$ cat src/verilog/pca_pkg.sv
// constants and carrier types for the pci configuration access initiator
// assumes a 32-bit apb slave port on the internal bus clock
package pca_pkg;
   localparam logic [31:0] ADDR_INITIATOR_STATUS = 32'hfffed044;
   localparam logic [31:0] ADDR_INTERRUPT_MASK = 32'hfffed048;
   localparam logic [31:0] ADDR_DIRECT_CFG_ADDRESS = 32'hfffed138;
   localparam logic [31:0] ADDR_DIRECT_CFG_DATA = 32'hfffed13c;
   localparam logic [31:0] ADDR_INDIRECT_TARGET_ADDRESS = 32'hfffed150;
   localparam logic [31:0] ADDR_INDIRECT_TRANSFER_DATA = 32'hfffed154;
   localparam logic [31:0] ADDR_INDIRECT_COMMAND_BYTE_ENABLE = 32'hfffed158;
   localparam logic [31:0] ADDR_CHIP_CONFIGURATION = 32'hfffee000;
   localparam int TIMEOUT_BUSERR_ENABLE_BIT = 14;
   localparam int INDIRECT_COMMAND_COMPLETE_BIT = 12;
   localparam int DIRECT_TIMEOUT_BIT = 11;
   localparam logic [31:0] STATUS_BITS = 32'h00001800;
   localparam int CMD_MSB = 7;
   localparam int CMD_LSB = 4;
   localparam int BE_MSB = 3;
   localparam int BE_LSB = 0;
   localparam logic [7:0] CBE_FIELDS = 8'hff;
   localparam logic [3:0] CMD_CFG_READ = 4'ha;
   localparam logic [3:0] CMD_CFG_WRITE = 4'hb;
   localparam logic [3:0] BE_ALL_LANES = 4'h0;
   localparam logic [31:0] CHIP_CONFIGURATION_RESET = 32'h00000000;
   localparam logic [31:0] REG_RESET = 32'h00000000;
   localparam int TIMEOUT_CLOCKS = 512;
   localparam logic [9:0] TIMEOUT_LAST = 10'(TIMEOUT_CLOCKS - 1);
   typedef struct packed
   {
      logic [31:0] addr;
      logic [3:0] cmd;
      logic [3:0] be;
      logic [31:0] wdata;
   } pca_req_type;
   typedef struct packed
   {
      logic [31:0] ad_out;
      logic ad_oe;
      logic [3:0] cbe;
      logic addr_phase;
      logic data_phase;
   } pca_pci_out_type;
   typedef enum logic [1:0]
   {
      ENG_IDLE = 2'b00,
      ENG_ADDR = 2'b01,
      ENG_DATA = 2'b10
   } pca_eng_state_type;
endpackage

$ cat src/verilog/pca_initiator.sv
// apb-facing pci configuration access initiator: direct and indirect modes
// assumes an apb master on pclk and pci target answers synchronous to pclk
`timescale 1ns/100ps
module pca_initiator
(
   input wire logic pclk,
   input wire logic presetn,
   input wire logic psel,
   input wire logic penable,
   input wire logic pwrite,
   input wire logic [31:0] paddr,
   input wire logic [31:0] pwdata,
   output logic [31:0] prdata,
   output logic pready,
   output logic pslverr,
   output logic irq,
   input wire logic [31:0] pci_address_data_lines_in,
   output logic [31:0] pci_address_data_lines_out,
   output logic pci_address_data_lines_oe,
   output logic [3:0] pci_cbe,
   output logic pci_addr_phase,
   output logic pci_data_phase,
   input wire logic pci_target_ack,
   input wire logic pci_target_retry
);
   import pca_pkg::*;

   logic [31:0] chip_configuration;
   logic [31:0] direct_cfg_address;
   logic [31:0] direct_cfg_data;
   logic [31:0] indirect_target_address;
   logic [31:0] indirect_transfer_data;
   logic [7:0] indirect_command_byte_enable;
   logic [31:0] initiator_status;
   logic [31:0] interrupt_mask;
   logic direct_launched;
   logic indirect_owner;
   logic [9:0] wait_count;
   logic eng_busy;
   logic eng_done;
   logic [31:0] eng_rdata;
   pca_pci_out_type eng_pci_out;
   pca_req_type eng_req;
   logic [31:0] read_value;
   logic read_hit;
   logic [31:0] next_status;

   // bus phases: access is any access cycle not yet answered, commit the ending edge
   wire logic access = psel && penable && !pready;
   wire logic commit = psel && penable && pready;
   wire logic wr_commit = commit && pwrite;
   wire logic sel_status = (paddr == ADDR_INITIATOR_STATUS);
   wire logic sel_mask = (paddr == ADDR_INTERRUPT_MASK);
   wire logic sel_direct_addr = (paddr == ADDR_DIRECT_CFG_ADDRESS);
   wire logic sel_direct_data = (paddr == ADDR_DIRECT_CFG_DATA);
   wire logic sel_ind_addr = (paddr == ADDR_INDIRECT_TARGET_ADDRESS);
   wire logic sel_ind_data = (paddr == ADDR_INDIRECT_TRANSFER_DATA);
   wire logic sel_ind_cbe = (paddr == ADDR_INDIRECT_COMMAND_BYTE_ENABLE);
   wire logic sel_chip_configuration = (paddr == ADDR_CHIP_CONFIGURATION);

   wire logic timeout_enabled = chip_configuration[TIMEOUT_BUSERR_ENABLE_BIT];

   // irq follows a mask written at the same edge, so no stale interrupt cycle follows the write
   wire logic [31:0] next_mask = (wr_commit && sel_mask) ? (pwdata & STATUS_BITS) : interrupt_mask;

   // a direct access waits for an idle engine before it launches
   wire logic direct_start = access && sel_direct_data && !direct_launched && !eng_busy;
   // the indirect launch rides on the write that commits, which itself is answered at once
   wire logic indirect_start = wr_commit && sel_ind_cbe && !eng_busy && !direct_launched;
   wire logic eng_start = direct_start || indirect_start;

   wire logic direct_done = direct_launched && eng_done && !indirect_owner;
   // retries never clear the counter, so a retry loop still reaches the limit
   wire logic timeout_hit = direct_launched && timeout_enabled && !eng_done
      && (wait_count == TIMEOUT_LAST);
   wire logic indirect_done = indirect_owner && eng_done;
   wire logic indirect_read_done = indirect_done
      && (indirect_command_byte_enable[CMD_MSB:CMD_LSB] != CMD_CFG_WRITE);

   wire logic [3:0] ind_cmd = indirect_command_byte_enable[CMD_MSB:CMD_LSB];
   wire logic [3:0] ind_be = indirect_command_byte_enable[BE_MSB:BE_LSB];
   wire logic [3:0] direct_cmd = pwrite ? CMD_CFG_WRITE : CMD_CFG_READ;

   always_comb
   begin
      eng_req = '0;
      if (direct_start)
      begin
         eng_req.addr = direct_cfg_address;
         eng_req.cmd = direct_cmd;
         eng_req.be = BE_ALL_LANES;
         eng_req.wdata = pwdata;
      end
      else
      begin
         eng_req.addr = indirect_target_address;
         eng_req.cmd = pwdata[CMD_MSB:CMD_LSB];
         eng_req.be = pwdata[BE_MSB:BE_LSB];
         eng_req.wdata = indirect_transfer_data;
      end
   end

   // one engine serves both modes; each launch checks that the engine is idle, the indirect one also that no direct access is pending
   pca_cycle_engine u_engine
   (
      .pclk(pclk),
      .presetn(presetn),
      .start(eng_start),
      .abort(timeout_hit),
      .req(eng_req),
      .pci_ad_in(pci_address_data_lines_in),
      .target_ack(pci_target_ack),
      .target_retry(pci_target_retry),
      .busy(eng_busy),
      .done(eng_done),
      .rdata(eng_rdata),
      .pci_out(eng_pci_out)
   );

   assign pci_address_data_lines_out = eng_pci_out.ad_out;
   assign pci_address_data_lines_oe = eng_pci_out.ad_oe;
   assign pci_cbe = eng_pci_out.cbe;
   assign pci_addr_phase = eng_pci_out.addr_phase;
   assign pci_data_phase = eng_pci_out.data_phase;

   // reads of the command register show only the low byte; the rest reads as zero
   always_comb
   begin
      read_value = 32'h00000000;
      read_hit = 1'b1;
      unique case (1'b1)
         sel_status: read_value = initiator_status;
         sel_mask: read_value = interrupt_mask;
         sel_direct_addr: read_value = direct_cfg_address;
         sel_direct_data: read_value = direct_cfg_data;
         sel_ind_addr: read_value = indirect_target_address;
         sel_ind_data: read_value = indirect_transfer_data;
         sel_ind_cbe: read_value = {24'h000000, indirect_command_byte_enable};
         sel_chip_configuration: read_value = chip_configuration;
         default: read_hit = 1'b0;
      endcase
   end

   // set wins over a write-one clear landing in the same cycle
   always_comb
   begin
      next_status = initiator_status;
      if (wr_commit && sel_status)
      begin
         next_status = initiator_status & ~(pwdata & STATUS_BITS);
      end
      if (indirect_done)
      begin
         next_status[INDIRECT_COMMAND_COMPLETE_BIT] = 1'b1;
      end
      // bit 11 lets software tell a direct-access timeout from other bus errors
      if (timeout_hit)
      begin
         next_status[DIRECT_TIMEOUT_BIT] = 1'b1;
      end
   end

   // apb answer: pready rises one edge after the first access cycle for plain registers,
   // and only when the pci cycle ends (or times out) for the direct data register
   // pslverr on an unmapped address keeps a stray pointer from reading zero silently
   always_ff @(posedge pclk or negedge presetn)
   begin
      if (!presetn)
      begin
         pready <= 1'b0;
         pslverr <= 1'b0;
         prdata <= 32'h00000000;
      end
      else if (pready)
      begin
         pready <= 1'b0;
         pslverr <= 1'b0;
      end
      else if (access && sel_direct_data)
      begin
         if (direct_done)
         begin
            pready <= 1'b1;
            prdata <= pwrite ? 32'h00000000 : eng_rdata;
         end
         else if (timeout_hit)
         begin
            pready <= 1'b1;
            pslverr <= 1'b1;
            prdata <= 32'h00000000;
         end
      end
      else if (access)
      begin
         pready <= 1'b1;
         pslverr <= !read_hit;
         prdata <= pwrite ? 32'h00000000 : read_value;
      end
   end

   // the owner flag blocks writes to the indirect address and data while the pci cycle runs
   always_ff @(posedge pclk or negedge presetn)
   begin
      if (!presetn)
      begin
         direct_launched <= 1'b0;
         indirect_owner <= 1'b0;
      end
      else
      begin
         if (direct_start)
         begin
            direct_launched <= 1'b1;
         end
         else if (direct_done || timeout_hit)
         begin
            direct_launched <= 1'b0;
         end
         if (indirect_start)
         begin
            indirect_owner <= 1'b1;
         end
         else if (eng_done)
         begin
            indirect_owner <= 1'b0;
         end
      end
   end

   // clearing the enable mid-wait restarts the count; the access then waits without limit
   always_ff @(posedge pclk or negedge presetn)
   begin
      if (!presetn)
      begin
         wait_count <= 10'h000;
      end
      else if (!direct_launched || !timeout_enabled || timeout_hit)
      begin
         wait_count <= 10'h000;
      end
      else
      begin
         wait_count <= wait_count + 10'h001;
      end
   end

   always_ff @(posedge pclk or negedge presetn)
   begin
      if (!presetn)
      begin
         chip_configuration <= CHIP_CONFIGURATION_RESET;
         direct_cfg_address <= REG_RESET;
         indirect_target_address <= REG_RESET;
         interrupt_mask <= REG_RESET;
         indirect_command_byte_enable <= 8'h00;
      end
      else if (wr_commit)
      begin
         if (sel_chip_configuration)
         begin
            chip_configuration <= pwdata;
         end
         if (sel_direct_addr)
         begin
            direct_cfg_address <= pwdata;
         end
         if (sel_ind_addr && !indirect_owner)
         begin
            indirect_target_address <= pwdata;
         end
         if (sel_mask)
         begin
            interrupt_mask <= pwdata & STATUS_BITS;
         end
         if (indirect_start)
         begin
            indirect_command_byte_enable <= pwdata[7:0] & CBE_FIELDS;
         end
      end
   end

   // data registers have a hardware writer too; the pci result takes precedence
   always_ff @(posedge pclk or negedge presetn)
   begin
      if (!presetn)
      begin
         direct_cfg_data <= REG_RESET;
         indirect_transfer_data <= REG_RESET;
      end
      else
      begin
         if (direct_done && !pwrite)
         begin
            direct_cfg_data <= eng_rdata;
         end
         else if (wr_commit && sel_direct_data)
         begin
            direct_cfg_data <= pwdata;
         end
         if (indirect_read_done)
         begin
            indirect_transfer_data <= eng_rdata;
         end
         else if (wr_commit && sel_ind_data && !indirect_owner)
         begin
            indirect_transfer_data <= pwdata;
         end
      end
   end

   always_ff @(posedge pclk or negedge presetn)
   begin
      if (!presetn)
      begin
         initiator_status <= REG_RESET;
         irq <= 1'b0;
      end
      else
      begin
         initiator_status <= next_status;
         irq <= |(next_status & next_mask);
      end
   end
endmodule

$ cat src/verilog/pca_cycle_engine.sv
// pci configuration cycle engine: address phase, data phase, retry reissue
// assumes target answers (ack, retry, read data) are logic on the same clock
`timescale 1ns/100ps
module pca_cycle_engine
(
   input wire logic pclk,
   input wire logic presetn,
   input wire logic start,
   input wire logic abort,
   input wire pca_pkg::pca_req_type req,
   input wire logic [31:0] pci_ad_in,
   input wire logic target_ack,
   input wire logic target_retry,
   output logic busy,
   output logic done,
   output logic [31:0] rdata,
   output pca_pkg::pca_pci_out_type pci_out
);
   import pca_pkg::*;
   pca_eng_state_type state;
   pca_eng_state_type next_state;
   pca_req_type held;
   pca_pci_out_type next_pci_out;
   wire logic is_write = held.cmd[0];
   always_comb
   begin
      next_state = state;
      next_pci_out = '0;
      unique case (state)
         ENG_IDLE:
         begin
            if (start)
            begin
               next_state = ENG_ADDR;
            end
         end
         ENG_ADDR:
         begin
            next_state = ENG_DATA;
         end
         ENG_DATA:
         begin
            // a retry reissues the whole cycle; the caller's timer keeps running
            if (target_ack)
            begin
               next_state = ENG_IDLE;
            end
            else if (target_retry)
            begin
               next_state = ENG_ADDR;
            end
         end
         default:
         begin
            next_state = ENG_IDLE;
         end
      endcase
      if (abort)
      begin
         next_state = ENG_IDLE;
      end
      if (next_state == ENG_ADDR)
      begin
         next_pci_out.ad_out = (state == ENG_IDLE) ? req.addr : held.addr;
         next_pci_out.ad_oe = 1'b1;
         next_pci_out.cbe = (state == ENG_IDLE) ? req.cmd : held.cmd;
         next_pci_out.addr_phase = 1'b1;
      end
      else if (next_state == ENG_DATA)
      begin
         next_pci_out.ad_out = is_write ? held.wdata : 32'h00000000;
         next_pci_out.ad_oe = is_write;
         next_pci_out.cbe = held.be;
         next_pci_out.data_phase = 1'b1;
      end
   end
   always_ff @(posedge pclk or negedge presetn)
   begin
      if (!presetn)
      begin
         state <= ENG_IDLE;
         held <= '0;
         pci_out <= '0;
         busy <= 1'b0;
         done <= 1'b0;
         rdata <= 32'h00000000;
      end
      else
      begin
         state <= next_state;
         pci_out <= next_pci_out;
         busy <= (next_state != ENG_IDLE);
         done <= (state == ENG_DATA) && target_ack && !abort;
         if (state == ENG_IDLE && start)
         begin
            held <= req;
         end
         if (state == ENG_DATA && target_ack && !is_write)
         begin
            rdata <= pci_ad_in;
         end
      end
   end
endmodule

$ cat config.mk
export PLATFORM = sky130hd
export DESIGN_NAME = pca_initiator
export DESIGN_NICKNAME = d
export VERILOG_FILES = /design/src/verilog/pca_pkg.sv /design/src/verilog/pca_initiator.sv /design/src/verilog/pca_cycle_engine.sv
export SDC_FILE = /design/constraint.sdc
export NUM_CORES = 1
export LEC_CHECK = 0
export BUFFER_PORTS_ARGS = -buffer_cell sky130_fd_sc_hd__buf_2
export CORE_AREA = 3 3 177 179
export CTS_BUF_LIST = sky130_fd_sc_hd__clkbuf_16
export CTS_CLUSTER_SIZE = 10
export DETAILED_ROUTE_END_ITERATION = 16
export DIE_AREA = 0 0 180 182
export MAX_ROUTING_LAYER = met4
export PLACE_DENSITY = 0.87
export RECOVER_POWER = 25
export SYNTH_ARGS = -nofsm -noshare
export SYNTH_HDL_FRONTEND = slang
export SYNTH_SLANG_ARGS = --single-unit
export TNS_END_PERCENT = 100
$ cat constraint.sdc
create_clock -name pclk -period 2.8 [get_ports pclk]
set_input_delay 0.56 -clock pclk [delete_from_list [all_inputs] [get_ports pclk]]
set_output_delay 0.56 -clock pclk [all_outputs]
set_load 0.01 [all_outputs]
Word level (Yosys, flattened, before mapping) --
Cells that the tools add are included.
Word-level totals: bits in registers 396, logic and storage cells 155
Operators by class: add/sub/neg operators 1, equality and inequality tests 17, mux-type cells 46, bitwise operators 4, reduce and logical (&&, ||, !) cells 59
Operator list (number):
- 32-bit two-way mux | 13
- 32-bit equality test (second input constant) | 8
- 32-bit one-hot mux with 8 select lines | 1
- 37-bit two-way mux | 2
- 72-bit two-way mux | 1
- 32-bit by 13-bit AND with 32-bit output | 1
- 32-bit AND | 1
- 13-bit inverter with 32-bit output | 1
- 32-bit OR reduction | 1
- 1-bit logical AND | 28
- 1-bit two-way mux | 21
- 13-bit two-way mux | 1
- 2-bit nonzero test | 6
- 10-bit by 1-bit adder with 10-bit output (second input constant) | 1
- 10-bit by 9-bit equality test with 1-bit output (second input constant) | 1
- 1-bit logical NOT | 10
- 10-bit two-way mux | 1
- 2-bit AND reduction | 5
- 3-bit inequality test (second input constant) | 3
- 2-bit two-way mux | 4
- 8-bit OR reduction | 1
- 2-bit one-hot mux with 3 select lines | 1
- 3-bit AND reduction | 2
- 2-bit by 1-bit equality test with 1-bit output (second input constant) | 2
- 7 further kinds | 11

Logic depth before layout (Yosys ltp) --
Gate-level depths: netlist (run 1).
depth after elaboration 13, depth in mapped cells 9

By module --
A second synthesis (run 1) with hierarchy kept.
Second synthesis, totals: cell total of the unflattened synthesis 1421, area, all modules 17170.2 µm²
Modules (own cells, without submodules):
- pca_initiator | times used 1, cells each 1057, area an instance 11394.7 µm², seq. area each 5480.3 µm²
- pca_cycle_engine | times used 1, cells each 364, area an instance 5775.5 µm², seq. area each 3678.5 µm²

Least setup slack after synthesis (run 1) --
No wires, ideal clock.
kind input to register, start point input paddr[7], end point register indirect_target_address[10], setup time 125 ps, arrival time 2651 ps, slack 24 ps, stages on the path 7, path buffers 2, cell sequence or4_4 -> nor4_4 -> nand4_2 -> or4_1 -> buf_2 -> buf_6 -> mux2_4
On the way: longest elaborated chain between the ends 3
RTL lines:
- start: declaration | line pca_initiator.sv:11 | input wire logic [31:0] paddr,
- 32-bit equality test | line pca_initiator.sv:56 | wire logic sel_ind_addr = (paddr == ADDR_INDIRECT_TARGET_ADDRESS);
- 1-bit logical AND | line pca_initiator.sv:267 | if (sel_ind_addr && !indirect_owner)
- 2-bit AND reduction (no line)
- end signal: assignment | line pca_initiator.sv:269 | indirect_target_address <= pwdata;
- end: declaration | line pca_initiator.sv:31 | logic [31:0] indirect_target_address;
Every way passes these cells. A chain may end at the register's enable or synchronous reset.

Worst setup path in the final report (run 1) --
start point register wait_count[0], end point register prdata[11]
On the way: longest elaborated chain between the ends 4
RTL lines:
- start: declaration | line pca_initiator.sv:38 | logic [9:0] wait_count;
- start signal: assignment | line pca_initiator.sv:243 | wait_count <= wait_count + 10'h001;
- 10-bit by 9-bit equality test with 1-bit output | line pca_initiator.sv:75 | && (wait_count == TIMEOUT_LAST);
- 1-bit logical AND | line pca_initiator.sv:75
- 3-bit inequality test (no line)
- 3-bit AND reduction (no line)
- end signal: assignment | line pca_initiator.sv:184 | prdata <= pwrite ? 32'h00000000 : eng_rdata;
- end signal: assignment | line pca_initiator.sv:197 | prdata <= pwrite ? 32'h00000000 : read_value;
- end: declaration | line pca_initiator.sv:13 | output logic [31:0] prdata,
Every way passes these cells.

==> flow_summary.html, run 1 <==
<table>
<tr><th>Metric</th><th>Value</th></tr>
<tr><th colspan="2">Yosys</th></tr>
<tr><td>Top-area cell type share of the netlist area</td><td>0.5241</td></tr>
<tr><td>Leading cell type by number of instances after synthesis</td><td>sky130_fd_sc_hd__dfrtp_1</td></tr>
<tr><td>Post-synth top area cell</td><td>sky130_fd_sc_hd__dfrtp_1</td></tr>
<tr><td>Netlist area before placement</td><td>17480 sq um</td></tr>
<tr><td>Syn Inst Count</td><td>between 1.5k and 2k</td></tr>
<tr><td>Flops &amp; latches, synth</td><td>366</td></tr>
<tr><td>Post-synth top flop</td><td>sky130_fd_sc_hd__dfrtp_1</td></tr>
<tr><td>Post-synth EDFFs</td><td>0</td></tr>
<tr><td>Sequential element share of the synthesized area</td><td>0.5241</td></tr>
<tr><td>Fraction of registers with async set or reset after synthesis</td><td>1.000</td></tr>
<tr><td>Post-synth net total</td><td>between 1.5k and 2k</td></tr>
<tr><td>Number of unique standard cell types used by synthesis</td><td>61</td></tr>
<tr><td>Area contributors post-synth</td><td>sky130_fd_sc_hd__dfrtp_1, sky130_fd_sc_hd__mux2i_1, sky130_fd_sc_hd__mux2_1</td></tr>
<tr><td>Mean cell area of the mapped netlist</td><td>about 11 sq um</td></tr>
<tr><td>Commonest cells in the synthesized netlist</td><td>sky130_fd_sc_hd__dfrtp_1, sky130_fd_sc_hd__mux2i_1, sky130_fd_sc_hd__o21ai_1, sky130_fd_sc_hd__nand2_1, sky130_fd_sc_hd__nor2_1</td></tr>
<tr><td>Warning count from the yosys run</td><td>0</td></tr>
<tr><th colspan="2">Critical path</th></tr>
<tr><td>Reg2reg setup slack</td><td>130 ps</td></tr>
<tr><td>Endpoint required time on the critical path</td><td>3240 ps</td></tr>
<tr><td>Cells on worst reg2reg path</td><td>7</td></tr>
<tr><td>CP top delay family</td><td>simple AND/OR/NAND/NOR gates</td></tr>
<tr><td>Worst setup path class</td><td>reg -&gt; reg</td></tr>
<tr><td>Type of origin of the critical path</td><td>register</td></tr>
<tr><td>Crit Path Max Fanout</td><td>21</td></tr>
<tr><td>Worst path cell trace</td><td>ha_1, nand4_1, or4_1, a31oi_4, or3b_1, buf_12, o211ai_1</td></tr>
<tr><td>Worst reg2reg path startpoint</td><td>wait_count[0]</td></tr>
<tr><td>Launch point of the critical path</td><td>wait_count[0]</td></tr>
<tr><td>Crit path capture type</td><td>register</td></tr>
<tr><td>Slowest CP cell</td><td>sky130_fd_sc_hd__or4_1</td></tr>
<tr><td>Buf+Inv Stages, Crit Path</td><td>1</td></tr>
<tr><td>Worst Setup EP</td><td>prdata[11]</td></tr>
<tr><td>Total stage count of the critical path</td><td>7</td></tr>
<tr><td>Delay contributed by the slowest stage of the critical path</td><td>680 ps</td></tr>
<tr><td>Endpoint of the lowest-slack register-to-register path</td><td>prdata[11]</td></tr>
<tr><td>Arr. time, crit path</td><td>3120 ps</td></tr>
<tr><th colspan="2">Clock tree</th></tr>
<tr><td>Number of buffers inserted during clock tree synthesis</td><td>43</td></tr>
<tr><td>Clock slew seen by the registers of the worst setup and hold paths</td><td>~50 ps</td></tr>
<tr><td>Hold buffer count at CTS</td><td>0</td></tr>
<tr><td>Buffer depth of the longest clock path</td><td>3</td></tr>
<tr><td>Clock H-tree levels</td><td>2</td></tr>
<tr><td>Count of instances resized after the clock tree is built</td><td>0</td></tr>
<tr><td>Clk Latency, worst-skew pair</td><td>540 ps</td></tr>
<tr><td>Number of buffers added for setup after CTS</td><td>0</td></tr>
<tr><td>Root Buffer</td><td>sky130_fd_sc_hd__clkbuf_16</td></tr>
<tr><td>CTS sink count</td><td>366</td></tr>
<tr><td>Clock tree from TritonCTS</td><td>yes</td></tr>
<tr><th colspan="2">Route</th></tr>
<tr><td>Final routed DRC violation total</td><td>0</td></tr>
<tr><td>Detailed-routing iteration count for the pre-antenna-repair pass</td><td>5</td></tr>
<tr><td>Via density per instance</td><td>6.610</td></tr>
<tr><td>Vias after detailed routing</td><td>14.48k</td></tr>
<tr><td>Total wire length after detailed routing</td><td>approximately 53000 um</td></tr>
<tr><td>Number of antenna-violating nets in the routed design</td><td>0</td></tr>
<tr><td>WL per Instance</td><td>24.37 um</td></tr>
<tr><td>1st-iter DRT viols</td><td>1746</td></tr>
<tr><th colspan="2">Layout</th></tr>
<tr><td>Total area of multi-input combinational cells</td><td>7795 sq um</td></tr>
<tr><td>Layout cells sized above 1</td><td>0.2489</td></tr>
<tr><td>Net count reported at finish</td><td>~1.9k</td></tr>
<tr><td>Filler Cells Inserted</td><td>2046</td></tr>
<tr><td>Synthesis-to-layout area growth</td><td>17.61%</td></tr>
<tr><td>Sequential standard cell area</td><td>9159 sq um</td></tr>
<tr><th colspan="2">Floorplanning</th></tr>
<tr><td>Number of top-level design ports</td><td>approximately 180</td></tr>
<tr><td>Die footprint</td><td>around 33000 sq um</td></tr>
<tr><td>Starting utilization of the core area</td><td>0.5881</td></tr>
<tr><td>Core Rows</td><td>63</td></tr>
<tr><td>CORE AREA</td><td>29720 sq um</td></tr>
<tr><td>Die H</td><td>around 180 um</td></tr>
<tr><td>Die Width</td><td>180 um</td></tr>
<tr><th colspan="2">Global route</th></tr>
<tr><td>Largest net degree at the start of global routing</td><td>87</td></tr>
<tr><td>Vias in the first global route</td><td>15.36k</td></tr>
<tr><td>Global route overflow</td><td>0</td></tr>
<tr><td>Antenna violations before repair</td><td>5</td></tr>
<tr><td>GRT Resource Usage Total</td><td>0.3302</td></tr>
<tr><td>First-pass GRT wire length</td><td>roughly 84000 um</td></tr>
<tr><th colspan="2">Pwr</th></tr>
<tr><td>Internal power consumption</td><td>a little over 8000 uW</td></tr>
<tr><td>Share of total power consumed by net switching</td><td>0.2184</td></tr>
<tr><td>Sequential Power Share</td><td>0.503</td></tr>
<tr><td>Share of total power in combinational logic</td><td>0.036</td></tr>
<tr><td>Net switching component of the power</td><td>around 2300 uW</td></tr>
<tr><td>Worst-case vdd ir drop</td><td>around 0.39 mV</td></tr>
<tr><td>Cell leakage power</td><td>0.01039 uW</td></tr>
<tr><td>Power density over cell area</td><td>512.2 nW/um^2</td></tr>
<tr><td>Clock group share of total power</td><td>0.461</td></tr>
<tr><th colspan="2">Timing</th></tr>
<tr><td>Clk_skew</td><td>13.66 ps</td></tr>
<tr><td>Post-layout min period</td><td>2674 ps</td></tr>
<tr><td>Crit share post-route</td><td>0.9551</td></tr>
<tr><td>Setup TNS</td><td>0 ps</td></tr>
<tr><td>Endpoints failing hold</td><td>0</td></tr>
<tr><td>Final max-slew violation count</td><td>62</td></tr>
<tr><td>RSZ-0062 raised after global routing</td><td>no</td></tr>
<tr><td>Final setup violating endpoints</td><td>0</td></tr>
<tr><td>Highest clock frequency the design can meet</td><td>between 300 and 400 MHz</td></tr>
<tr><td>Worst-case headroom to the max-slew limit</td><td>-0.2374</td></tr>
<tr><td>Slew at the pin closest to its max-slew limit</td><td>1856 ps</td></tr>
<tr><td>Final worst hold slack</td><td>254.7 ps</td></tr>
<tr><th colspan="2">Outcome</th></tr>
<tr><td>Violated checks</td><td>max-capacitance violations, max-slew violations</td></tr>
<tr><td>Status</td><td>finished, violations left</td></tr>
<tr><th colspan="2">Job</th></tr>
<tr><td>Maximum capacitance violations</td><td>1</td></tr>
<tr><th colspan="2">Placement</th></tr>
<tr><td>Detailed placer's ending HPWL</td><td>34580 um</td></tr>
<tr><td>Final RePlAce weighted congestion</td><td>0.9311</td></tr>
<tr><td>Count of buffers inserted at the top-level ports</td><td>176</td></tr>
<tr><th colspan="2">Min path</th></tr>
<tr><td>Critical hold path startpoint</td><td>pci_address_data_lines_in[6]</td></tr>
<tr><td>Class of the tightest hold or removal check</td><td>in -&gt; reg</td></tr>
<tr><td>Number of cells traversed by the worst hold path</td><td>2</td></tr>
</table>
per-stage QoR:
stage	power, uW	setup WS [ps]	cell area (sq um)	std cells	utilization
after floorplan	5484	24.19	17480	1590	-
after global placement	5763	-205.7	19430	2136	0.6537
after detailed placement	5773	-235.7	19430	2136	0.6537
after CTS	10550	152.0	20580	2186	0.6925
after global routing	10790	32.99	20550	2191	0.6916
final	10530	125.8	20550	2191	0.6916
worst min-delay path by stage:
stage,to,slack [ps]
2_1_floorplan,chip_configuration[0],260
4_1_cts,u_engine.held[53],10
6_report,u_engine.rdata[6],250
5_1_grt,u_engine.rdata[18],250
3_3_place_gp,u_engine.held[38],440
3_5_place_dp,u_engine.held[33],460
power groups by stage:
stage               sequential, uW  clock [uW]  combinational (uW)
floorplan                     5390           0                91.4
global placement              5390           0                 372
detailed placement            5390           0                 382
CTS                           5300        4870                 383
global route                  5300        5080                 412
finish                        5300        4850                 379
routing by layer:
layer / routed length (um) / GRT usage
met3: 5395 / 0.05990
met5: 0 / -
met2: 25110 / 0.5133
met4: 2535 / 0.1572
met1: 20360 / 0.4244
layout make-up:
class / count / share of cell area
flip-flops and latches: 366 / 0.4456
clock buffers: 45 / 0.05479
clock inverters: 5 / 0.001218
well taps: 390 / 0.02374
diodes: 5 / 0.0006088
repair buffers: 278 / 0.08912
multi-input cells: 1071 / 0.3793
inverters: 31 / 0.005661
kinds of logic (layout without fill, tap and decap cells):
| logic type | count (synthesis) | after routing | synth area share |
|---|---|---|---|
| AOI/OAI and AO/OA | 356 | 356 | 0.1334 |
| xor gates and xnor gates | 8 | 8 | 0.004010 |
| adders and majority gates | 1 | 1 | 0.0007159 |
| buffers and inverters | 153 | 359 | 0.03587 |
| DFF | 366 | 366 | 0.5241 |
| muxes | 299 | 299 | 0.1876 |
| other | 0 | 5 | 0 |
| and+or+nand+nor | 407 | 407 | 0.1143 |
flip-flops by register name, indices dropped and copies added (netlist names), 2 cells and up:
signal / count
u_engine.pci_out: 39
u_engine.state: 2
interrupt_mask: 2
indirect_command_byte_enable: 8
wait_count: 10
u_engine.held: 72
u_engine.rdata: 32
initiator_status: 2
prdata: 32
indirect_transfer_data: 32
chip_configuration: 32
direct_cfg_data: 32
direct_cfg_address: 32
indirect_target_address: 32
cells in the final DEF, fill, tap and decap left out, drive strengths merged, types with 7 or more instances in the layout:
cell,n
a211oi,34
a21oi,35
a22oi,38
and2,36
and3,36
buf,271
clkbuf,52
dfrtp,366
inv,35
mux2,138
mux2i,161
nand2,128
nand3,45
nand4,17
nor2,100
nor3,11
nor4,7
o21ai,138
o221a,30
o22ai,32
o31ai,34
No activity file was read; power rests on OpenSTA's default activity.
==> inputs of run 2 (changes only) <==
--- a/config.mk
+++ b/config.mk
@@ -14,6 +14,7 @@
 export MAX_ROUTING_LAYER = met4
 export PLACE_DENSITY = 0.87
 export RECOVER_POWER = 25
+export REMOVE_ABC_BUFFERS = 1
 export SYNTH_ARGS = -nofsm -noshare
 export SYNTH_HDL_FRONTEND = slang
 export SYNTH_SLANG_ARGS = --single-unit
==> run 2 against run 1 <==
Net effect: the run still ends with max-capacitance violations, max-slew violations left; total power about the same; flip-flop and latch count unchanged; clock skew increased by 3.2 ps; via count about the same; sequential share of layout area decreased by 0.19 points; register-to-register slack improved by 40 ps; cell area increased by 0.44%; clock power about the same; non-clock buffer count decreased by 1; critical path type unchanged; highest routed layer unchanged.
==> flow_summary.html, run 2 (synthesis gave the netlist of run 1 again) <==
<table>
<tr><th>Metric</th><th>Value</th></tr>
<tr><th colspan="2">Outcome</th></tr>
<tr><td>Status</td><td>finished, violations left</td></tr>
<tr><td>Violated checks</td><td>max-capacitance violations, max-slew violations</td></tr>
<tr><th colspan="2">Layout</th></tr>
<tr><td>Final core utilization</td><td>0.6947</td></tr>
<tr><td>Most frequent cells in the layout</td><td>sky130_fd_sc_hd__dfrtp_1, sky130_fd_sc_hd__buf_2, sky130_fd_sc_hd__mux2i_1</td></tr>
<tr><td>Largest regs</td><td>u_engine.held: 72 flops, u_engine.pci_out: 39 flops</td></tr>
<tr><td>Total area of multi-input combinational cells</td><td>7796 sq um</td></tr>
<tr><td>Flip-flop count of the largest register, all copies and words added</td><td>around 70</td></tr>
<tr><td>Net count reported at finish</td><td>1894</td></tr>
<tr><td>Filler Cells Inserted</td><td>2046</td></tr>
<tr><td>Synthesis-to-layout area growth</td><td>18.13%</td></tr>
<tr><td>Leading cell type in the layout, fill and taps excluded</td><td>sky130_fd_sc_hd__dfrtp_1</td></tr>
<tr><td>Reg with most FFs</td><td>u_engine.held</td></tr>
<tr><td>Layout cells sized above 1</td><td>0.2503</td></tr>
<tr><td>Layout Cells excl Fill</td><td>2190</td></tr>
<tr><td>Sequential standard cell area</td><td>9160 sq um</td></tr>
<tr><th colspan="2">Global route</th></tr>
<tr><td>First-pass GRT wire length</td><td>82230 um</td></tr>
<tr><td>Largest net degree at the start of global routing</td><td>97</td></tr>
<tr><td>Antenna violations before repair</td><td>2</td></tr>
<tr><td>Vias in the first global route</td><td>between 10k and 15k</td></tr>
<tr><td>GRT Resource Usage Total</td><td>0.3232</td></tr>
<tr><td>Global route overflow</td><td>0</td></tr>
<tr><th colspan="2">Timing</th></tr>
<tr><td>Final max-slew violation count</td><td>63</td></tr>
<tr><td>RSZ-0062 raised after global routing</td><td>no</td></tr>
<tr><td>Endpoints failing hold</td><td>0</td></tr>
<tr><td>Final worst hold slack</td><td>238.2 ps</td></tr>
<tr><td>Clk_skew</td><td>16.89 ps</td></tr>
<tr><td>Post-layout min period</td><td>2633 ps</td></tr>
<tr><td>Crit share post-route</td><td>0.9402</td></tr>
<tr><td>Slew at the pin closest to its max-slew limit</td><td>about 1800 ps</td></tr>
<tr><td>Highest clock frequency the design can meet</td><td>379.8 MHz</td></tr>
<tr><td>PnR worst setup slack</td><td>167.3 ps</td></tr>
<tr><td>Final setup violating endpoints</td><td>0</td></tr>
<tr><td>Worst-case headroom to the max-slew limit</td><td>-0.2041</td></tr>
<tr><th colspan="2">Route</th></tr>
<tr><td>Number of antenna-violating nets in the routed design</td><td>0</td></tr>
<tr><td>Vias after detailed routing</td><td>14.48k</td></tr>
<tr><td>Length of routed met3 wiring</td><td>approximately 5500 um</td></tr>
<tr><td>Routed length on met2</td><td>24460 um</td></tr>
<tr><td>WL per Instance</td><td>23.92 um</td></tr>
<tr><td>Total wire length after detailed routing</td><td>52380 um</td></tr>
<tr><td>Highest signal layer in the routed design</td><td>met4</td></tr>
<tr><td>1st-iter DRT viols</td><td>1504</td></tr>
<tr><td>Met1 WL</td><td>19780 um</td></tr>
<tr><td>Final routed DRC violation total</td><td>0</td></tr>
<tr><td>Detailed-routing iteration count for the pre-antenna-repair pass</td><td>8</td></tr>
<tr><td>Via density per instance</td><td>6.610</td></tr>
<tr><th colspan="2">Clock tree</th></tr>
<tr><td>Clock tree from TritonCTS</td><td>yes</td></tr>
<tr><td>Buffer depth of the longest clock path</td><td>3</td></tr>
<tr><td>Root Buffer</td><td>sky130_fd_sc_hd__clkbuf_16</td></tr>
<tr><td>Number of buffers inserted during clock tree synthesis</td><td>43</td></tr>
<tr><td>Clk Latency, worst-skew pair</td><td>550 ps</td></tr>
<tr><td>Clock H-tree levels</td><td>2</td></tr>
<tr><td>Clock slew seen by the registers of the worst setup and hold paths</td><td>60 ps</td></tr>
<tr><td>Hold buffer count at CTS</td><td>1</td></tr>
<tr><td>Number of buffers added for setup after CTS</td><td>0</td></tr>
<tr><td>CTS sink count</td><td>366</td></tr>
<tr><td>Count of instances resized after the clock tree is built</td><td>0</td></tr>
<tr><th colspan="2">Critical path</th></tr>
<tr><td>Type of origin of the critical path</td><td>register</td></tr>
<tr><td>Slowest CP cell</td><td>sky130_fd_sc_hd__or4_1</td></tr>
<tr><td>Crit Path Max Fanout</td><td>23</td></tr>
<tr><td>Worst path cell trace</td><td>ha_1, nand4_1, or4_1, a31oi_4, buf_4, mux2i_1, o21ai_1</td></tr>
<tr><td>Worst setup path class</td><td>reg -&gt; reg</td></tr>
<tr><td>Crit path capture type</td><td>register</td></tr>
<tr><td>Endpoint required time on the critical path</td><td>3210 ps</td></tr>
<tr><td>Delay contributed by the slowest stage of the critical path</td><td>a little over 600 ps</td></tr>
<tr><td>Arr. time, crit path</td><td>roughly 3000 ps</td></tr>
<tr><th colspan="2">Floorplanning</th></tr>
<tr><td>CORE AREA</td><td>a little under 30000 sq um</td></tr>
<tr><td>Starting utilization of the core area</td><td>0.5881</td></tr>
<tr><td>Die Width</td><td>180 um</td></tr>
<tr><td>Die footprint</td><td>between 30000 and 40000 sq um</td></tr>
<tr><td>Number of top-level design ports</td><td>177</td></tr>
<tr><td>Die H</td><td>approximately 180 um</td></tr>
<tr><td>Core Rows</td><td>63</td></tr>
<tr><th colspan="2">Pwr</th></tr>
<tr><td>Clock group share of total power</td><td>0.462</td></tr>
<tr><td>Worst-case vdd ir drop</td><td>0.4492 mV</td></tr>
<tr><td>Power, Total</td><td>10520 uW</td></tr>
<tr><td>Share of total power in combinational logic</td><td>0.035</td></tr>
<tr><td>Power density over cell area</td><td>509.8 nW/um^2</td></tr>
<tr><td>Internal power consumption</td><td>8160 uW</td></tr>
<tr><td>Sequential Power Share</td><td>0.503</td></tr>
<tr><td>Cell leakage power</td><td>0.01044 uW</td></tr>
<tr><td>Share of total power consumed by net switching</td><td>0.2246</td></tr>
<tr><td>Net switching component of the power</td><td>between 2000 and 2500 uW</td></tr>
<tr><th colspan="2">Placement</th></tr>
<tr><td>Placed instance count</td><td>between 2k and 2.5k</td></tr>
<tr><td>Final RePlAce weighted congestion</td><td>about 0.93</td></tr>
<tr><td>Post-Place Setup Slack</td><td>-236.4 ps</td></tr>
<tr><td>Detailed placer's ending HPWL</td><td>32980 um</td></tr>
<tr><td>Count of buffers inserted at the top-level ports</td><td>roughly 180</td></tr>
<tr><th colspan="2">Job</th></tr>
<tr><td>Maximum capacitance violations</td><td>1</td></tr>
<tr><th colspan="2">Min path</th></tr>
<tr><td>Class of the tightest hold or removal check</td><td>in -&gt; reg</td></tr>
</table>
-- run 2: changes by cell type in the layout (fill, tap and decap cells not counted), moves of 2 or more --
cell / delta
sky130_fd_sc_hd__buf_12: +6
sky130_fd_sc_hd__buf_4: -3
sky130_fd_sc_hd__clkbuf_1: -2
sky130_fd_sc_hd__clkbuf_16: -2
sky130_fd_sc_hd__clkbuf_2: -3
sky130_fd_sc_hd__diode_2: -3
sky130_fd_sc_hd__inv_16: +2
-- run 2: path summary, 6_finish.rpt --
path	start	end	slack [ps]	depth (start not counted)
setup / recovery	wait_count[0]	prdata[3]	170	7
hold / removal	pci_address_data_lines_in[1]	u_engine.rdata[1]	240	2
setup reg to reg	wait_count[0]	prdata[3]	170	7
hold reg to reg	u_engine.held[34]	u_engine.held[34]	480	2
max in group asynchronous	presetn	chip_configuration[17]	380	3
min in group asynchronous	presetn	u_engine.pci_out[1]	1040	2
-- run 2: worst max-delay path: cells and delay by family, from the launching register on --
kind	cells	cell delay, ps
AND/OR/NAND/NOR	2	800
buffers and inverters	1	440
flip-flops	1	380
AO/OA/AOI/OAI	2	300
multiplexers	1	270
adder cells (fa/ha/maj)	1	250
-- run 2: power by group through the flow --
| stage | sequential [uW] | clock [uW] | combinational (uW) |
|---|---|---|---|
| 2_1_floorplan | 5390 | 0 | 73.7 |
| 3_3_place_gp | 5390 | 0 | 359 |
| 3_5_place_dp | 5390 | 0 | 369 |
| 4_1_cts | 5300 | 4890 | 372 |
| 5_1_grt | 5300 | 5100 | 403 |
| 6_report | 5300 | 4860 | 368 |
-- run 2: final cells by class --
| type | count | share of cell area |
|---|---|---|
| Clock buffer | 43 | 0.05212 |
| Multi-Input combinational cell | 1071 | 0.3777 |
| Antenna cell | 2 | 0.0002424 |
| Inverter | 31 | 0.005637 |
| Tap cell | 390 | 0.02364 |
| Timing Repair Buffer | 277 | 0.09304 |
| Clock inverter | 10 | 0.003940 |
| Sequential cell | 366 | 0.4437 |
-- run 2: per-stage QoR --
step | TNS (ps) | instance area [sq um]
global placement | -12630 | 19490
CTS | 0 | 20660
floorplan | -671860 | 16970
detailed placement | -19420 | 19490
global route | 0 | 20640
finish | 0 | 20640
-- run 2: metal layers --
layer  GRT usage  vias up
li1            -     6169
met1      0.4057     7189
met2      0.5037      899
met3     0.07232      219
met4      0.1519        0
met5           -        -
==> inputs of run 3 (changes only) <==
--- a/config.mk
+++ b/config.mk
@@ -6,16 +6,17 @@
 export NUM_CORES = 1
 export LEC_CHECK = 0
 export BUFFER_PORTS_ARGS = -buffer_cell sky130_fd_sc_hd__buf_2
-export CORE_AREA = 3 3 177 179
+export CORE_AREA = 3 3 175 177
 export CTS_BUF_LIST = sky130_fd_sc_hd__clkbuf_16
 export CTS_CLUSTER_SIZE = 10
 export DETAILED_ROUTE_END_ITERATION = 16
-export DIE_AREA = 0 0 180 182
+export DIE_AREA = 0 0 178 180
 export MAX_ROUTING_LAYER = met4
 export PLACE_DENSITY = 0.87
 export RECOVER_POWER = 25
 export REMOVE_ABC_BUFFERS = 1
 export SYNTH_ARGS = -nofsm -noshare
 export SYNTH_HDL_FRONTEND = slang
+export SYNTH_HIERARCHICAL = 1
 export SYNTH_SLANG_ARGS = --single-unit
 export TNS_END_PERCENT = 100
==> run 3 against run 2 <==
Net effect: clock-buffer cell count up 1; die area down 2.2%; routed wire length down 7.4%; the run still ends with max-capacitance violations, max-slew violations left; synthesized area down 1.7%; total power up 5.2%; fmax down 4.0%; largest cell class unchanged.
==> flow_summary.html, run 3 <==
<table>
<tr><th>Metric</th><th>Value</th></tr>
<tr><th colspan="2">Critical path</th></tr>
<tr><td>Arr. time, crit path</td><td>3150 ps</td></tr>
<tr><td>Delay contributed by the slowest stage of the critical path</td><td>550 ps</td></tr>
<tr><td>Launch point of the critical path</td><td>paddr[9]</td></tr>
<tr><td>Worst setup path class</td><td>in -&gt; reg</td></tr>
<tr><td>Endpoint required time on the critical path</td><td>between 3000 and 4000 ps</td></tr>
<tr><td>Worst path cell trace</td><td>buf_2, or4b_4, nor4_4, nand2_1, or3_1, nand2_1, nor2b_1, buf_4, nor2b_4, buf_12, buf_12, mux2_1</td></tr>
<tr><td>Crit Path Max Fanout</td><td>21</td></tr>
<tr><td>Crit path capture type</td><td>register</td></tr>
<tr><td>Type of origin of the critical path</td><td>primary input</td></tr>
<tr><td>Worst reg2reg path startpoint</td><td>wait_count[0]</td></tr>
<tr><td>Slowest CP cell</td><td>sky130_fd_sc_hd__or4b_4</td></tr>
<tr><th colspan="2">Layout</th></tr>
<tr><td>Final core utilization</td><td>0.6898</td></tr>
<tr><td>Most frequent cells in the layout</td><td>sky130_fd_sc_hd__dfrtp_1, sky130_fd_sc_hd__buf_2, sky130_fd_sc_hd__mux2_2</td></tr>
<tr><td>Leading cell type in the layout, fill and taps excluded</td><td>sky130_fd_sc_hd__dfrtp_1</td></tr>
<tr><td>Layout cells sized above 1</td><td>0.3102</td></tr>
<tr><td>Largest regs</td><td>u_engine/held: 72 flops, u_engine/pci_out: 39 flops</td></tr>
<tr><td>Reg with most FFs</td><td>u_engine/held</td></tr>
<tr><td>Layout Cells excl Fill</td><td>2035</td></tr>
<tr><td>Final std cell area, no fill</td><td>~20000 sq um</td></tr>
<tr><td>Synthesis-to-layout area growth</td><td>18.12%</td></tr>
<tr><td>Net count reported at finish</td><td>1740</td></tr>
<tr><td>Flip-flop count of the largest register, all copies and words added</td><td>between 70 and 80</td></tr>
<tr><th colspan="2">Clock tree</th></tr>
<tr><td>Number of buffers inserted during clock tree synthesis</td><td>43</td></tr>
<tr><td>Clock tree from TritonCTS</td><td>yes</td></tr>
<tr><td>CTS sink count</td><td>366</td></tr>
<tr><td>Clock slew seen by the registers of the worst setup and hold paths</td><td>roughly 50 ps</td></tr>
<tr><td>Clk Latency, worst-skew pair</td><td>between 500 and 600 ps</td></tr>
<tr><td>Buffer depth of the longest clock path</td><td>3</td></tr>
<tr><td>Clock H-tree levels</td><td>2</td></tr>
<tr><td>Root Buffer</td><td>sky130_fd_sc_hd__clkbuf_16</td></tr>
<tr><th colspan="2">Pwr</th></tr>
<tr><td>Cell leakage power</td><td>around 0.01 uW</td></tr>
<tr><td>Worst-case vdd ir drop</td><td>a little under 0.4 mV</td></tr>
<tr><td>Power density over cell area</td><td>546.0 nW/um^2</td></tr>
<tr><th colspan="2">Timing</th></tr>
<tr><td>Endpoints failing hold</td><td>0</td></tr>
<tr><td>Slew at the pin closest to its max-slew limit</td><td>1575 ps</td></tr>
<tr><td>Clk_skew</td><td>19.55 ps</td></tr>
<tr><td>Highest clock frequency the design can meet</td><td>364.6 MHz</td></tr>
<tr><td>Post-layout min period</td><td>about 2700 ps</td></tr>
<tr><td>Crit share post-route</td><td>0.9795</td></tr>
<tr><td>Final setup violating endpoints</td><td>0</td></tr>
<tr><td>Worst-case headroom to the max-slew limit</td><td>-0.05002</td></tr>
<tr><td>Final max-slew violation count</td><td>54</td></tr>
<tr><td>Setup TNS</td><td>0 ps</td></tr>
<tr><td>RSZ-0062 raised after global routing</td><td>no</td></tr>
<tr><td>Final worst hold slack</td><td>~230 ps</td></tr>
<tr><th colspan="2">Placement</th></tr>
<tr><td>Detailed placer's ending HPWL</td><td>30460 um</td></tr>
<tr><td>Post-DP Area</td><td>roughly 19000 sq um</td></tr>
<tr><td>Final RePlAce weighted congestion</td><td>0.9075</td></tr>
<tr><td>Placed instance count</td><td>1977</td></tr>
<tr><td>Count of buffers inserted at the top-level ports</td><td>between 150 and 200</td></tr>
<tr><th colspan="2">Global route</th></tr>
<tr><td>GRT Resource Usage Total</td><td>0.3094</td></tr>
<tr><td>Global route overflow</td><td>0</td></tr>
<tr><td>Antenna violations before repair</td><td>1</td></tr>
<tr><td>First-pass GRT wire length</td><td>approximately 76000 um</td></tr>
<tr><td>Largest net degree at the start of global routing</td><td>91</td></tr>
<tr><td>Vias in the first global route</td><td>approximately 14k</td></tr>
<tr><th colspan="2">Yosys</th></tr>
<tr><td>Leading cell type by number of instances after synthesis</td><td>sky130_fd_sc_hd__dfrtp_1</td></tr>
<tr><td>Post-synth EDFFs</td><td>0</td></tr>
<tr><td>Flops &amp; latches, synth</td><td>366</td></tr>
<tr><td>Fraction of registers with async set or reset after synthesis</td><td>1.000</td></tr>
<tr><td>Area contributors post-synth</td><td>sky130_fd_sc_hd__dfrtp_1, sky130_fd_sc_hd__mux2_2, sky130_fd_sc_hd__mux2_1</td></tr>
<tr><td>Post-synth top area cell</td><td>sky130_fd_sc_hd__dfrtp_1</td></tr>
<tr><td>Mux cell area share after synthesis</td><td>0.2521</td></tr>
<tr><td>Fraction of the mapped netlist area in adder cells</td><td>0.0007287</td></tr>
<tr><td>Syn Inst Count</td><td>roughly 1.4k</td></tr>
<tr><td>Main combinational cell family by area after synthesis</td><td>multiplexers</td></tr>
<tr><td>Fraction of synthesized cell area in xor and xnor cells</td><td>0.004081</td></tr>
<tr><td>Number of unique standard cell types used by synthesis</td><td>64</td></tr>
<tr><td>Post-synthesis share of cell area spent on and, or, nand and nor gates</td><td>0.08038</td></tr>
<tr><td>Netlist area before placement</td><td>around 17000 sq um</td></tr>
<tr><td>Mean cell area of the mapped netlist</td><td>12.08 sq um</td></tr>
<tr><td>Share of the synthesized area in compound gates (AO/OA/AOI/OAI)</td><td>0.1026</td></tr>
<tr><td>Top-area cell type share of the netlist area</td><td>0.5334</td></tr>
<tr><td>Post-synth top flop</td><td>sky130_fd_sc_hd__dfrtp_1</td></tr>
<tr><td>Warning count from the yosys run</td><td>6</td></tr>
<tr><td>Sequential element share of the synthesized area</td><td>0.5334</td></tr>
<tr><td>Commonest cells in the synthesized netlist</td><td>sky130_fd_sc_hd__dfrtp_1, sky130_fd_sc_hd__mux2_2, sky130_fd_sc_hd__mux2i_1, sky130_fd_sc_hd__nor2_1, sky130_fd_sc_hd__mux2_1</td></tr>
<tr><th colspan="2">Route</th></tr>
<tr><td>Number of antenna-violating nets in the routed design</td><td>0</td></tr>
<tr><td>Total wire length after detailed routing</td><td>roughly 48000 um</td></tr>
<tr><td>Detailed-routing iteration count for the pre-antenna-repair pass</td><td>13</td></tr>
<tr><td>Vias after detailed routing</td><td>13.08k</td></tr>
<tr><td>Via density per instance</td><td>6.426</td></tr>
<tr><td>WL per Instance</td><td>23.83 um</td></tr>
<tr><td>1st-iter DRT viols</td><td>1112</td></tr>
<tr><td>Final routed DRC violation total</td><td>0</td></tr>
<tr><th colspan="2">Floorplanning</th></tr>
<tr><td>Number of top-level design ports</td><td>177</td></tr>
<tr><td>Die H</td><td>180 um</td></tr>
<tr><td>Die footprint</td><td>32040 sq um</td></tr>
<tr><td>CORE AREA</td><td>between 20000 and 30000 sq um</td></tr>
<tr><td>Starting utilization of the core area</td><td>0.5840</td></tr>
<tr><td>Core Rows</td><td>63</td></tr>
<tr><td>Die Width</td><td>178 um</td></tr>
<tr><th colspan="2">Min path</th></tr>
<tr><td>Class of the tightest hold or removal check</td><td>in -&gt; reg</td></tr>
<tr><td>Critical hold path startpoint</td><td>pci_address_data_lines_in[1]</td></tr>
<tr><th colspan="2">Job</th></tr>
<tr><td>Maximum capacitance violations</td><td>1</td></tr>
<tr><th colspan="2">Outcome</th></tr>
<tr><td>Status</td><td>finished, violations left</td></tr>
<tr><td>Violated checks</td><td>max-capacitance violations, max-slew violations</td></tr>
</table>
[run 3: cell count changes in the layout (fill, tap and decap cells not counted), moves of 35 or more]
| cell | before | now |
|---|---|---|
| sky130_fd_sc_hd__o2bb2ai_1 | 1 | 36 |
| sky130_fd_sc_hd__mux2_1 | 70 | 110 |
| sky130_fd_sc_hd__mux2i_1 | 161 | 114 |
| sky130_fd_sc_hd__o21ai_1 | 131 | 9 |
| sky130_fd_sc_hd__a31oi_1 | 1 | 49 |
| sky130_fd_sc_hd__mux2_2 | 38 | 173 |
[run 3: worst max-delay path, delay by kind of cell]
kind | cells | cell delay (ps)
buffers and inverters | 4 | 580
multiplexers | 1 | 350
AND/OR/NAND/NOR | 7 | 1640
[run 3: area by class of cell]
class | instances | area (sq um)
clock buffers | 44 | 1101
diodes | 1 | 2.502
multi-input cells | 953 | 7621
clock inverters | 9 | 57.56
inverters | 9 | 33.78
fillers | 1985 | 9121
repair buffers | 263 | 1817
well taps | 390 | 488.0
flip-flops and latches | 366 | 9160
[run 3: what timing repair did]
action | CTS | global route
hold buffers | 1 | 0
setup buffers | 1 | 1
gates resized for setup | 0 | 1
setup endpoints to repair | 21 | 26
gates cloned | 1 | 0
pin swaps | 1 | 0
endpoints found under the hold margin | 50 | 0
[run 3: cells by family (layout without fill, tap and decap cells)]
logic type,after synthesis,after routing
muxes,397,397
DFF,366,366
and+or+nand+nor,292,292
AOI/OAI and AO/OA,255,255
buffers and inverters,102,325
xor gates and xnor gates,8,8
adders and majority gates,1,1
other,0,1
[run 3: final timing paths]
kind | cells past startpoint | slack (ps) | to
hold reg to reg | 1 | 470 | wait_count[0]
setup reg to reg | 8 | 140 | u_engine/pci_out[27]
setup / recovery | 12 | 60 | u_engine/held[55]
min in group asynchronous | 2 | 980 | wait_count[8]
max in group asynchronous | 3 | 320 | chip_configuration[24]
hold / removal | 2 | 230 | u_engine/rdata[1]
[run 3: power breakdown]
group | switching [uW] | internal [uW] | leakage, uW
logic | 361 | 275 | 0.00439
registers | 163 | 5460 | 0.00498
clock network | 2040 | 2780 | 0.000589
total | 2560 | 8510 | 0.00996
[run 3: metal layers]
metal | routed length, um | GRT usage | up-vias | part of all wire
li1 | - | - | 5607 | -
met1 | 19230 | 0.4064 | 6485 | 0.40
met2 | 22320 | 0.4640 | 815 | 0.46
met3 | 4771 | 0.07076 | 169 | 0.098
met4 | 2165 | 0.1313 | 0 | 0.045
met5 | 0 | - | - | 0
[run 3: stage by stage]
stage                     worst slack (ps)  power (uW)
after floorplan                      -3410        5923
after global placement              -524.8        6293
after detailed placement            -572.5        6332
after CTS                            47.78       11130
after global routing                 3.908       11450
final                                57.27       11070
